File: src/hbm_map.svh
// Register offsets, field positions and reset values of the half-bridge motor control block
`ifndef HBM_MAP_SVH
`define HBM_MAP_SVH

// Register offsets on the internal serial register port
`define HBM_OFF_DRIVE     4'h1
`define HBM_OFF_CTL       4'h2
`define HBM_OFF_SYS       4'h3
`define HBM_OFF_IFR       4'h5
`define HBM_OFF_RMR       4'h6
`define HBM_OFF_POUT      4'hb
`define HBM_OFF_STAT      4'hc

// Bridge control fields
`define HBM_CTL_OFC       7
`define HBM_CTL_GAIN      6
`define HBM_CTL_LIM_HI    2
`define HBM_CTL_LIM_LO    0

// System control fields
`define HBM_SYS_POWER_STAGE_ENABLE      7
`define HBM_SYS_SLEW_HI   6
`define HBM_SYS_SLEW_LO   5
`define HBM_SYS_STOP      0

// Power output, reset mask fields
`define HBM_POUT_AUX      1
`define HBM_RMR_HVRE      1
`define HBM_RMR_HTRE      0

// Interrupt flag fields
`define HBM_IFR_HTF       4
`define HBM_IFR_LVF       3
`define HBM_IFR_HVF       2
`define HBM_IFR_OCF       1

// System status fields
`define HBM_STAT_AUXOC    5
`define HBM_STAT_LVF      3
`define HBM_STAT_HVF      2
`define HBM_STAT_OCF      1
`define HBM_STAT_HTF      0

// Reset values and limit decode
`define HBM_RESET_BYTE    8'h00
`define HBM_RESET_LIMIT   3'h0
`define HBM_RESET_SLEW    2'h0
`define HBM_LIMIT_MIN     3'h3

`endif

File: src/hbm_pkg.sv
// Types shared by the half-bridge motor control modules
package hbm_pkg;

    typedef logic [7:0] hbm_byte_type;

    // Chop clock synchroniser and edge detector state
    typedef struct packed {
        logic s1;
        logic s2;
        logic prev;
        logic rise;
        logic fall;
    } hbm_edge_state_type;

    // One half-bridge leg state
    typedef struct packed {
        logic hs_on;
        logic ls_on;
    } hbm_leg_state_type;

    // Register file and protection state
    typedef struct packed {
        hbm_byte_type drive;
        logic         ofc;
        logic         gain;
        logic [2:0]   limit;
        logic         pwr_en;
        logic [1:0]   slew;
        logic         aux_on;
        logic         htre;
        logic         hvre;
        logic         overtemp_warning_flag;
        logic         low_voltage_flag;
        logic         high_voltage_flag;
        logic         hs_oc;
        logic         ls_oc;
        logic         aux_oc;
        logic [3:0]   chop_off;
        logic         stop;
        logic         ot_reset;
        logic         supply;
        logic         recirc;
        logic         tx_en;
        hbm_byte_type rdata;
    } hbm_top_state_type;

endpackage

File: src/hbm_top.sv
// Half-bridge motor control: registers, chopping, protection and output gating
`timescale 1ns/10ps
`include "hbm_map.svh"

module hbm_top
    import hbm_pkg::*;
#(
    parameter int LEGS = 4
)(
    input  wire logic            clk_i,
    input  wire logic            reset_n_i,
    input  wire logic [3:0]      reg_addr_i,
    input  wire logic            reg_wr_en_i,
    input  wire logic            reg_rd_en_i,
    input  wire logic [7:0]      reg_wdata_i,
    output logic      [7:0]      reg_rdata_o,
    input  wire logic            chop_clock_in_i,
    input  wire logic [LEGS-1:0] ls_limit_hit_i,
    input  wire logic            hs_overcurrent_i,
    input  wire logic            ls_overcurrent_i,
    input  wire logic [LEGS-1:0] hs_gate_off_i,
    input  wire logic [LEGS-1:0] ls_gate_off_i,
    input  wire logic [LEGS-1:0] recirc_detect_i,
    input  wire logic            overtemp_warn_i,
    input  wire logic            overtemp_limit_i,
    input  wire logic            low_voltage_i,
    input  wire logic            high_voltage_i,
    input  wire logic            aux_overcurrent_i,
    output logic      [LEGS-1:0] high_side_on_o,
    output logic      [LEGS-1:0] low_side_on_o,
    output logic                 switched_supply_out_o,
    output logic                 recirculation_flag_out_o,
    output logic      [2:0]      limit_select_o,
    output logic                 sense_gain_select_o,
    output logic      [1:0]      slew_select_o,
    output logic                 transmitter_enable_o,
    output logic                 stop_request_o,
    output logic                 overtemp_reset_o
);

    hbm_top_state_type q;              // Registered state
    hbm_top_state_type d;              // Next state
    logic              chop_rise;      // Synchronised rising edge pulse
    logic              chop_fall;      // Synchronised falling edge pulse
    logic [LEGS-1:0]   hs_req;         // Gated high side requests
    logic [LEGS-1:0]   ls_req;         // Gated low side requests
    logic              bridge_en;      // Global bridge permission
    logic              ot_kill;        // Enabled overtemperature shutdown
    logic              wr_drive;       // Write strobes per register
    logic              wr_ctl;
    logic              wr_sys;
    logic              wr_ifr;
    logic              wr_rmr;
    logic              wr_pout;
    logic              wr_stat;
    logic              clr_ocf;        // Overcurrent flag clear request
    logic              clr_lvf;        // Low voltage flag clear request
    logic              clr_hvf;        // High voltage flag clear request

    // Address match, shared by every strobe
    function automatic logic reg_hit(input logic [3:0] addr, input logic [3:0] off);
        return addr == off;
    endfunction

    // Current limiting active for limit codes above the no-limit group
    function automatic logic limit_enabled(input logic [2:0] code);
        return code >= `HBM_LIMIT_MIN;
    endfunction

    // Chop clock edges
    hbm_chop_edge u_chop_edge (
        .clk_i           (clk_i),
        .reset_n_i       (reset_n_i),
        .chop_clock_in_i (chop_clock_in_i),
        .rise_o          (chop_rise),
        .fall_o          (chop_fall)
    );

    // Write strobes
    assign wr_drive = reg_wr_en_i && reg_hit(reg_addr_i, `HBM_OFF_DRIVE);
    assign wr_ctl   = reg_wr_en_i && reg_hit(reg_addr_i, `HBM_OFF_CTL);
    assign wr_sys   = reg_wr_en_i && reg_hit(reg_addr_i, `HBM_OFF_SYS);
    assign wr_ifr   = reg_wr_en_i && reg_hit(reg_addr_i, `HBM_OFF_IFR);
    assign wr_rmr   = reg_wr_en_i && reg_hit(reg_addr_i, `HBM_OFF_RMR);
    assign wr_pout  = reg_wr_en_i && reg_hit(reg_addr_i, `HBM_OFF_POUT);
    assign wr_stat  = reg_wr_en_i && reg_hit(reg_addr_i, `HBM_OFF_STAT);

    // Write-one clears; a zero bit leaves the flag alone
    assign clr_ocf = (wr_stat && reg_wdata_i[`HBM_STAT_OCF]) || (wr_ifr && reg_wdata_i[`HBM_IFR_OCF]);
    assign clr_lvf = wr_ifr && reg_wdata_i[`HBM_IFR_LVF];
    assign clr_hvf = wr_ifr && reg_wdata_i[`HBM_IFR_HVF];

    // Enabled overtemperature limit shuts every power output
    assign ot_kill   = q.htre && overtemp_limit_i;
    assign bridge_en = q.pwr_en && !q.low_voltage_flag && !q.high_voltage_flag && !ot_kill;

    // Per-leg request gating; faults override the drive bits
    generate
        for (genvar i = 0; i < LEGS; i++) begin : g_leg
            assign hs_req[i] = bridge_en && q.drive[2*i+1] && !q.hs_oc;
            assign ls_req[i] = bridge_en && q.drive[2*i] && !q.drive[2*i+1]
                               && !q.ls_oc && !q.chop_off[i];

            hbm_leg u_leg (
                .clk_i         (clk_i),
                .reset_n_i     (reset_n_i),
                .hs_req_i      (hs_req[i]),
                .ls_req_i      (ls_req[i]),
                .hs_gate_off_i (hs_gate_off_i[i]),
                .ls_gate_off_i (ls_gate_off_i[i]),
                .hs_on_o       (high_side_on_o[i]),
                .ls_on_o       (low_side_on_o[i])
            );
        end
    endgenerate

    // Next-state logic for registers, flags and output levels
    always_comb begin
        d = q;
        // Register writes
        if (wr_drive) begin
            d.drive = reg_wdata_i;
        end
        if (wr_ctl) begin
            d.ofc   = reg_wdata_i[`HBM_CTL_OFC];
            d.gain  = reg_wdata_i[`HBM_CTL_GAIN];
            d.limit = reg_wdata_i[`HBM_CTL_LIM_HI:`HBM_CTL_LIM_LO];
        end
        if (wr_sys) begin
            d.pwr_en = reg_wdata_i[`HBM_SYS_POWER_STAGE_ENABLE];
            d.slew   = reg_wdata_i[`HBM_SYS_SLEW_HI:`HBM_SYS_SLEW_LO];
        end
        d.stop = wr_sys && reg_wdata_i[`HBM_SYS_STOP];
        if (wr_rmr) begin
            d.htre = reg_wdata_i[`HBM_RMR_HTRE];
            d.hvre = reg_wdata_i[`HBM_RMR_HVRE];
        end
        if (wr_pout) begin
            d.aux_on = reg_wdata_i[`HBM_POUT_AUX];
        end
        // Sticky flags; a set in the clearing cycle wins
        if (wr_ifr && reg_wdata_i[`HBM_IFR_HTF]) begin
            d.overtemp_warning_flag = 1'b0;
        end
        if (overtemp_warn_i) begin
            d.overtemp_warning_flag = 1'b1;
        end
        if (clr_lvf) begin
            d.low_voltage_flag = 1'b0;
        end
        if (low_voltage_i) begin
            d.low_voltage_flag = 1'b1;
        end
        if (clr_hvf) begin
            d.high_voltage_flag = 1'b0;
        end
        if (high_voltage_i) begin
            d.high_voltage_flag = 1'b1;
        end
        if (clr_ocf) begin
            d.hs_oc = 1'b0;
            d.ls_oc = 1'b0;
        end
        if (hs_overcurrent_i) begin
            d.hs_oc = 1'b1;
        end
        if (ls_overcurrent_i) begin
            d.ls_oc = 1'b1;
        end
        if (wr_stat && reg_wdata_i[`HBM_STAT_AUXOC]) begin
            d.aux_oc = 1'b0;
        end
        if (aux_overcurrent_i) begin
            d.aux_oc = 1'b1;
        end
        // Current chopping: off on limit, back on at the leg's chop edge
        for (int i = 0; i < LEGS; i++) begin
            if (q.ofc && i >= 2) begin
                if (chop_fall) begin
                    d.chop_off[i] = 1'b0;
                end
            end else begin
                if (chop_rise) begin
                    d.chop_off[i] = 1'b0;
                end
            end
            if (limit_enabled(q.limit) && low_side_on_o[i] && ls_limit_hit_i[i]) begin
                d.chop_off[i] = 1'b1;
            end
        end
        if (!limit_enabled(q.limit)) begin
            d.chop_off = '0;
        end
        // Output levels
        d.supply   = q.pwr_en && q.aux_on && !q.aux_oc && !ot_kill;
        d.tx_en    = q.pwr_en;
        d.ot_reset = ot_kill;
        d.recirc   = |recirc_detect_i;
        // Register read data; unmapped addresses read zero
        if (reg_rd_en_i) begin
            unique case (reg_addr_i)
                `HBM_OFF_DRIVE: d.rdata = q.drive;
                `HBM_OFF_CTL:   d.rdata = {q.ofc, q.gain, 3'h0, q.limit};
                `HBM_OFF_SYS:   d.rdata = {q.pwr_en, q.slew, 5'h00};
                `HBM_OFF_IFR:   d.rdata = {3'h0, q.overtemp_warning_flag, q.low_voltage_flag, q.high_voltage_flag, q.hs_oc || q.ls_oc, 1'b0};
                `HBM_OFF_RMR:   d.rdata = {6'h00, q.hvre, q.htre};
                `HBM_OFF_POUT:  d.rdata = {6'h00, q.aux_on, 1'b0};
                `HBM_OFF_STAT:  d.rdata = {2'h0, q.aux_oc, 1'b0, q.low_voltage_flag, q.high_voltage_flag, q.hs_oc || q.ls_oc, q.overtemp_warning_flag};
                default:        d.rdata = `HBM_RESET_BYTE;
            endcase
        end
    end

    // State register; every control bit and flag clears at reset
    always_ff @(posedge clk_i or negedge reset_n_i) begin
        if (!reset_n_i) begin
            q       <= '0;
            q.drive <= `HBM_RESET_BYTE;
            q.limit <= `HBM_RESET_LIMIT;
            q.slew  <= `HBM_RESET_SLEW;
        end else begin
            q <= d;
        end
    end

    // Outputs straight from flip-flops
    assign reg_rdata_o              = q.rdata;
    assign switched_supply_out_o    = q.supply;
    assign recirculation_flag_out_o = q.recirc;
    assign limit_select_o           = q.limit;
    assign sense_gain_select_o      = q.gain;
    assign slew_select_o            = q.slew;
    assign transmitter_enable_o     = q.tx_en;
    assign stop_request_o           = q.stop;
    assign overtemp_reset_o         = q.ot_reset;
endmodule

File: src/hbm_chop_edge.sv
// Chop clock synchroniser with rising and falling edge pulses
`timescale 1ns/10ps
module hbm_chop_edge
    import hbm_pkg::*;
(
    input  wire logic clk_i,
    input  wire logic reset_n_i,
    input  wire logic chop_clock_in_i,
    output logic      rise_o,
    output logic      fall_o
);

    hbm_edge_state_type q;   // Registered state
    hbm_edge_state_type d;   // Next state

    // Two-stage synchroniser; edges are taken from the second stage only
    always_comb begin
        d      = q;
        d.s1   = chop_clock_in_i;
        d.s2   = q.s1;
        d.prev = q.s2;
        d.rise = q.s2 && !q.prev;
        d.fall = !q.s2 && q.prev;
    end

    // State register
    always_ff @(posedge clk_i or negedge reset_n_i) begin
        if (!reset_n_i) begin
            q <= '0;
        end else begin
            q <= d;
        end
    end

    assign rise_o = q.rise;
    assign fall_o = q.fall;
endmodule

File: src/hbm_leg.sv
// One half-bridge leg with high side priority and break-before-make
`timescale 1ns/10ps
module hbm_leg
    import hbm_pkg::*;
(
    input  wire logic clk_i,
    input  wire logic reset_n_i,
    input  wire logic hs_req_i,
    input  wire logic ls_req_i,
    input  wire logic hs_gate_off_i,
    input  wire logic ls_gate_off_i,
    output logic      hs_on_o,
    output logic      ls_on_o
);

    hbm_leg_state_type q;   // Registered gate commands
    hbm_leg_state_type d;   // Next gate commands

    // A side turns on only once the opposite gate is commanded and seen off
    always_comb begin
        d       = q;
        d.hs_on = hs_req_i && !q.ls_on && ls_gate_off_i;
        d.ls_on = ls_req_i && !hs_req_i && !q.hs_on && hs_gate_off_i;
    end

    // Gate command register, off after reset
    always_ff @(posedge clk_i or negedge reset_n_i) begin
        if (!reset_n_i) begin
            q <= '0;
        end else begin
            q <= d;
        end
    end

    assign hs_on_o = q.hs_on;
    assign ls_on_o = q.ls_on;
endmodule

File: config.mk
export PLATFORM = sky130hd
export DESIGN_NAME = hbm_top
export DESIGN_NICKNAME = d
export VERILOG_FILES = /design/src/hbm_pkg.sv /design/src/hbm_top.sv /design/src/hbm_chop_edge.sv /design/src/hbm_leg.sv
export VERILOG_INCLUDE_DIRS = /design/src
export SDC_FILE = /design/constraint.sdc
export NUM_CORES = 1
export LEC_CHECK = 0
export ABC_AREA = 0
export BUFFER_PORTS_ARGS = -buffer_cell sky130_fd_sc_hd__buf_2
export CAP_MARGIN = 40
export CORE_ASPECT_RATIO = 1.1
export CORE_MARGIN = 4
export CORE_UTILIZATION = 45
export DETAILED_ROUTE_END_ITERATION = 12
export GPL_TIMING_DRIVEN = 0
export HOLD_SLACK_MARGIN = 0.08
export PLACE_DENSITY = 0.74
export SLEW_MARGIN = 0
export SYNTH_ARGS = -nofsm -noshare
export SYNTH_HDL_FRONTEND = slang
export SYNTH_SLANG_ARGS = --single-unit
File: constraint.sdc
create_clock -name clk_i -period 1.65 [get_ports clk_i]
set_clock_uncertainty 0.2 [all_clocks]
set_input_delay 0.0825 -clock clk_i [delete_from_list [all_inputs] [get_ports clk_i]]
set_output_delay 0.0825 -clock clk_i [all_outputs]
set_load 0.05 [all_outputs]
==> metrics <==
Starting Density a little under half; Yosys reg bits 55; reg2reg start q[21]; clk buf depth 2; post-route ant nets 0; crit-path leading delay family buffers and inverters; fill count approximately 480; gr usage total 17.8%; total wire length roughly 6000 um; Period minus WS final around 1.6 ns; routed vias roughly 2000; hold path start reg_addr_i[3]; Die Wd 79.3 um; Arrival @ worst endpoint 1.61 ns; library cells used by synthesis 42; WP buf/inv 3; fin util ~64%; worst reg2reg path depth 4; Inserted Clock Buffers 5; area occupied by multi-input gates ~900 sq um; leakage roughly 1.7 nW; share of cells above drive strength 1 between 30 and 40%; Final nets between 300 and 400; hold path depth 4; CP max stage cell dlygate4sd3_1; Final HPWL DP ~4100 um; cell count after placement 357; dpl cell area around 2900 sq um; CP endpoint kind register; CP Cell Sequence dlygate4sd3_1, buf_4, nand3_1, a21o_1, dlygate4sd3_1; reg2reg setup slack ~0.12 ns; io pins 67; number of global-route vias before repair 1918; clk slew on worst S/H paths 0.10 ns; CP startpoint kind primary input; largest net degree at the start of global routing 36; initial antenna violation count 0; Area Overhead vs Synth 37.9%; drt wl/cell between 10 and 15 um; drt pass-1 iters 4; Mean Syn Cell Area 11.6 sq um; CTS tree built; post-synthesis sequential area ratio 54.7%; TritonCTS Sinks 55; Reg area between 1000 and 1500 sq um; Root Driver clkbuf_8; Final Setup Violations 0; Max FO, Critical Path 7; CP most frequent cell dlygate4sd3_1; setup tns final 0 ns; Mapped Cells 217; measured slew at the worst slew-check pin 0.427 ns; max_slew headroom 71.5%; Die Height approximately 86 um; core box area 5400 sq um; Worst EP required 1.64 ns; yosys warns 0; Buffers on Ports 64; die area ~6900 sq um; gpl congestion slightly below 0.9; Final Cell Area 3470 sq um; DR vias/cell between 4 and 5; FP Rows 28; max-cap violations 0; commonest cells after routing, fill and taps aside buf_2 (64), dfrtp_1 (55), dlygate4sd3_1 (41); Hold Vio Cnt, Final 0; slowest stage delay, CP roughly 0.56 ns; H-tree Lvls 2; first-pass GRT wire length ~9400 um; status finished clean; Peak Freq a little over 0.6 GHz; crit share post-route 97.7%; power density over cell area around 900 nW/um^2; final slew viol count 0; kind of critical path primary input to register; Hold/Removal Path Class primary input to register; peak supply drop roughly 0.00073 V; Post-Layout Cell Count 407; gr ovfl total 0; Clock Latency Late Sink about 0.30 ns; Ant. Diodes 0; DRC viols 0; Endpoint, Worst Hold reg_rdata_o[4]; most common cell after layout, fill and taps aside buf_2; RR Endpoint g_leg[1].u_leg.hs_on_o; post-synthesis cell area 2510 sq um; number of DRC markers in iteration 0 85; syn_nets 257
[synthesized netlist by cell type (all sizes together)]
| master | instances | area share (%) |
|---|---|---|
| dfrtp | 55 | 55 |
| buf | 26 | 7.5 |
| mux2 | 21 | 9.4 |
| nand2 | 14 | 2.1 |
| inv | 12 | 1.8 |
| nor2 | 10 | 1.8 |
| nor3 | 9 | 1.8 |
| nand3 | 8 | 1.8 |
| a21o | 7 | 2.1 |
| o22ai | 7 | 1.7 |
| a22o | 4 | 1.4 |
| mux2i | 4 | 1.6 |
| nor2b | 4 | 0.99 |
| a22oi | 3 | 0.90 |
| nand2b | 3 | 0.75 |
| nand3b | 3 | 0.90 |
| or2 | 3 | 0.75 |
| a21oi | 2 | 0.40 |
| a32o | 2 | 0.80 |
| nor3b | 2 | 0.99 |
| o211ai | 2 | 0.80 |
| a211oi | 1 | 0.30 |
| a222oi | 1 | 0.40 |
| and2 | 1 | 0.25 |
| and3 | 1 | 0.25 |
| and4 | 1 | 0.35 |
| and4b | 1 | 0.40 |
| clkbuf | 1 | 0.15 |
| nand4 | 1 | 0.25 |
| nand4bb | 1 | 0.45 |
| nor4b | 1 | 0.35 |
| o211a | 1 | 0.40 |
| o21ai | 1 | 0.20 |
| o22a | 1 | 0.35 |
| o32ai | 1 | 0.35 |
| or4 | 1 | 0.30 |
| xnor2 | 1 | 0.35 |
[stage by stage]
step / total power [mW] / setup slack (ns) / hold WS (ns)
after floorplan: 2.11 / 0.160 / -0.413
after global placement: 2.32 / 0.0625 / -0.00845
after detailed placement: 2.34 / 0.0521 / -0.132
after CTS: 3.15 / 0.0351 / 0.0890
after global routing: 3.28 / -0.0150 / 0.121
final: 3.13 / 0.0374 / 0.0938
[kinds of logic after synthesis]
logic type	Yosys count	synth area share, %
buffers and inverters	39	9.40
AO/OA/AOI/OAI	33	10.1
flip-flops	55	54.7
multiplexers	25	11.0
AND/OR/NAND/NOR	64	14.4
XOR/XNOR	1	0.348
[state kept, by name (all words and copies together), names as in the netlist]
register / cells
slew_select_o: 2
switched_supply_out_o: 1
overtemp_reset_o: 1
recirculation_flag_out_o: 1
limit_select_o: 3
u_chop_edge.d: 2
q: 22
transmitter_enable_o: 1
u_chop_edge.q: 1
reg_rdata_o: 8
u_chop_edge.rise_o: 1
u_chop_edge.fall_o: 1
g_leg.u_leg.hs_on_o: 4
sense_gain_select_o: 1
g_leg.u_leg.ls_on_o: 4
stop_request_o: 1
d: 1
[worst min-delay path: cells and delay by family]
family / cells / cell delay [ns]
buffers and inverters: 2 / 0.29
and+or+nand+nor: 1 / 0.12
AOI/OAI and AO/OA: 1 / 0.06
[where the power goes]
group | leakage [nW] | internal [mW] | switching [mW]
sequential | 0.687 | 1.48 | 0.125
combinational | 0.924 | 0.356 | 0.423
clock | 0.0485 | 0.305 | 0.440
[what timing repair did]
item / CTS / global route
endpoints found under the hold margin: 105 / 0
setup buffers: 0 / 1
gates resized for setup: 0 / 6
endpoints found under the setup margin: 0 / 36
hold buffers: 41 / 0
[final cells by class]
| type | count | area share (%) |
|---|---|---|
| Timing Repair Buffer | 107 | 22.0 |
| Inverter | 12 | 1.30 |
| Clock inverter | 3 | 0.649 |
| Multi-Input combinational cell | 123 | 26.1 |
| Clock buffer | 5 | 1.98 |
| Tap cell | 75 | 2.71 |
| Sequential cell | 55 | 39.7 |
| Buffer | 27 | 5.59 |
[metal layers]
layer	part of all wire, %	GRT usage (%)
met1	43	24.0
met2	51	30.9
met3	4.3	2.60
met4	0.82	3.59
met5	0	0
[worst max-delay path by stage]
| stage | from | endpoint | slack [ns] | cells past startpoint |
|---|---|---|---|---|
| after floorplan | sense_gain_select_o | reg_rdata_o[6] | 0.16 | 4 |
| after global placement | reg_addr_i[0] | sense_gain_select_o | 0.06 | 5 |
| after detailed placement | reg_addr_i[0] | limit_select_o[1] | 0.05 | 5 |
| after CTS | reg_addr_i[0] | q[17] | 0.04 | 7 |
| after global routing | reg_addr_i[0] | q[17] | -0.02 | 7 |
| final | reg_wr_en_i | q[17] | 0.04 | 5 |
No activity file was read; power rests on OpenSTA's default activity.
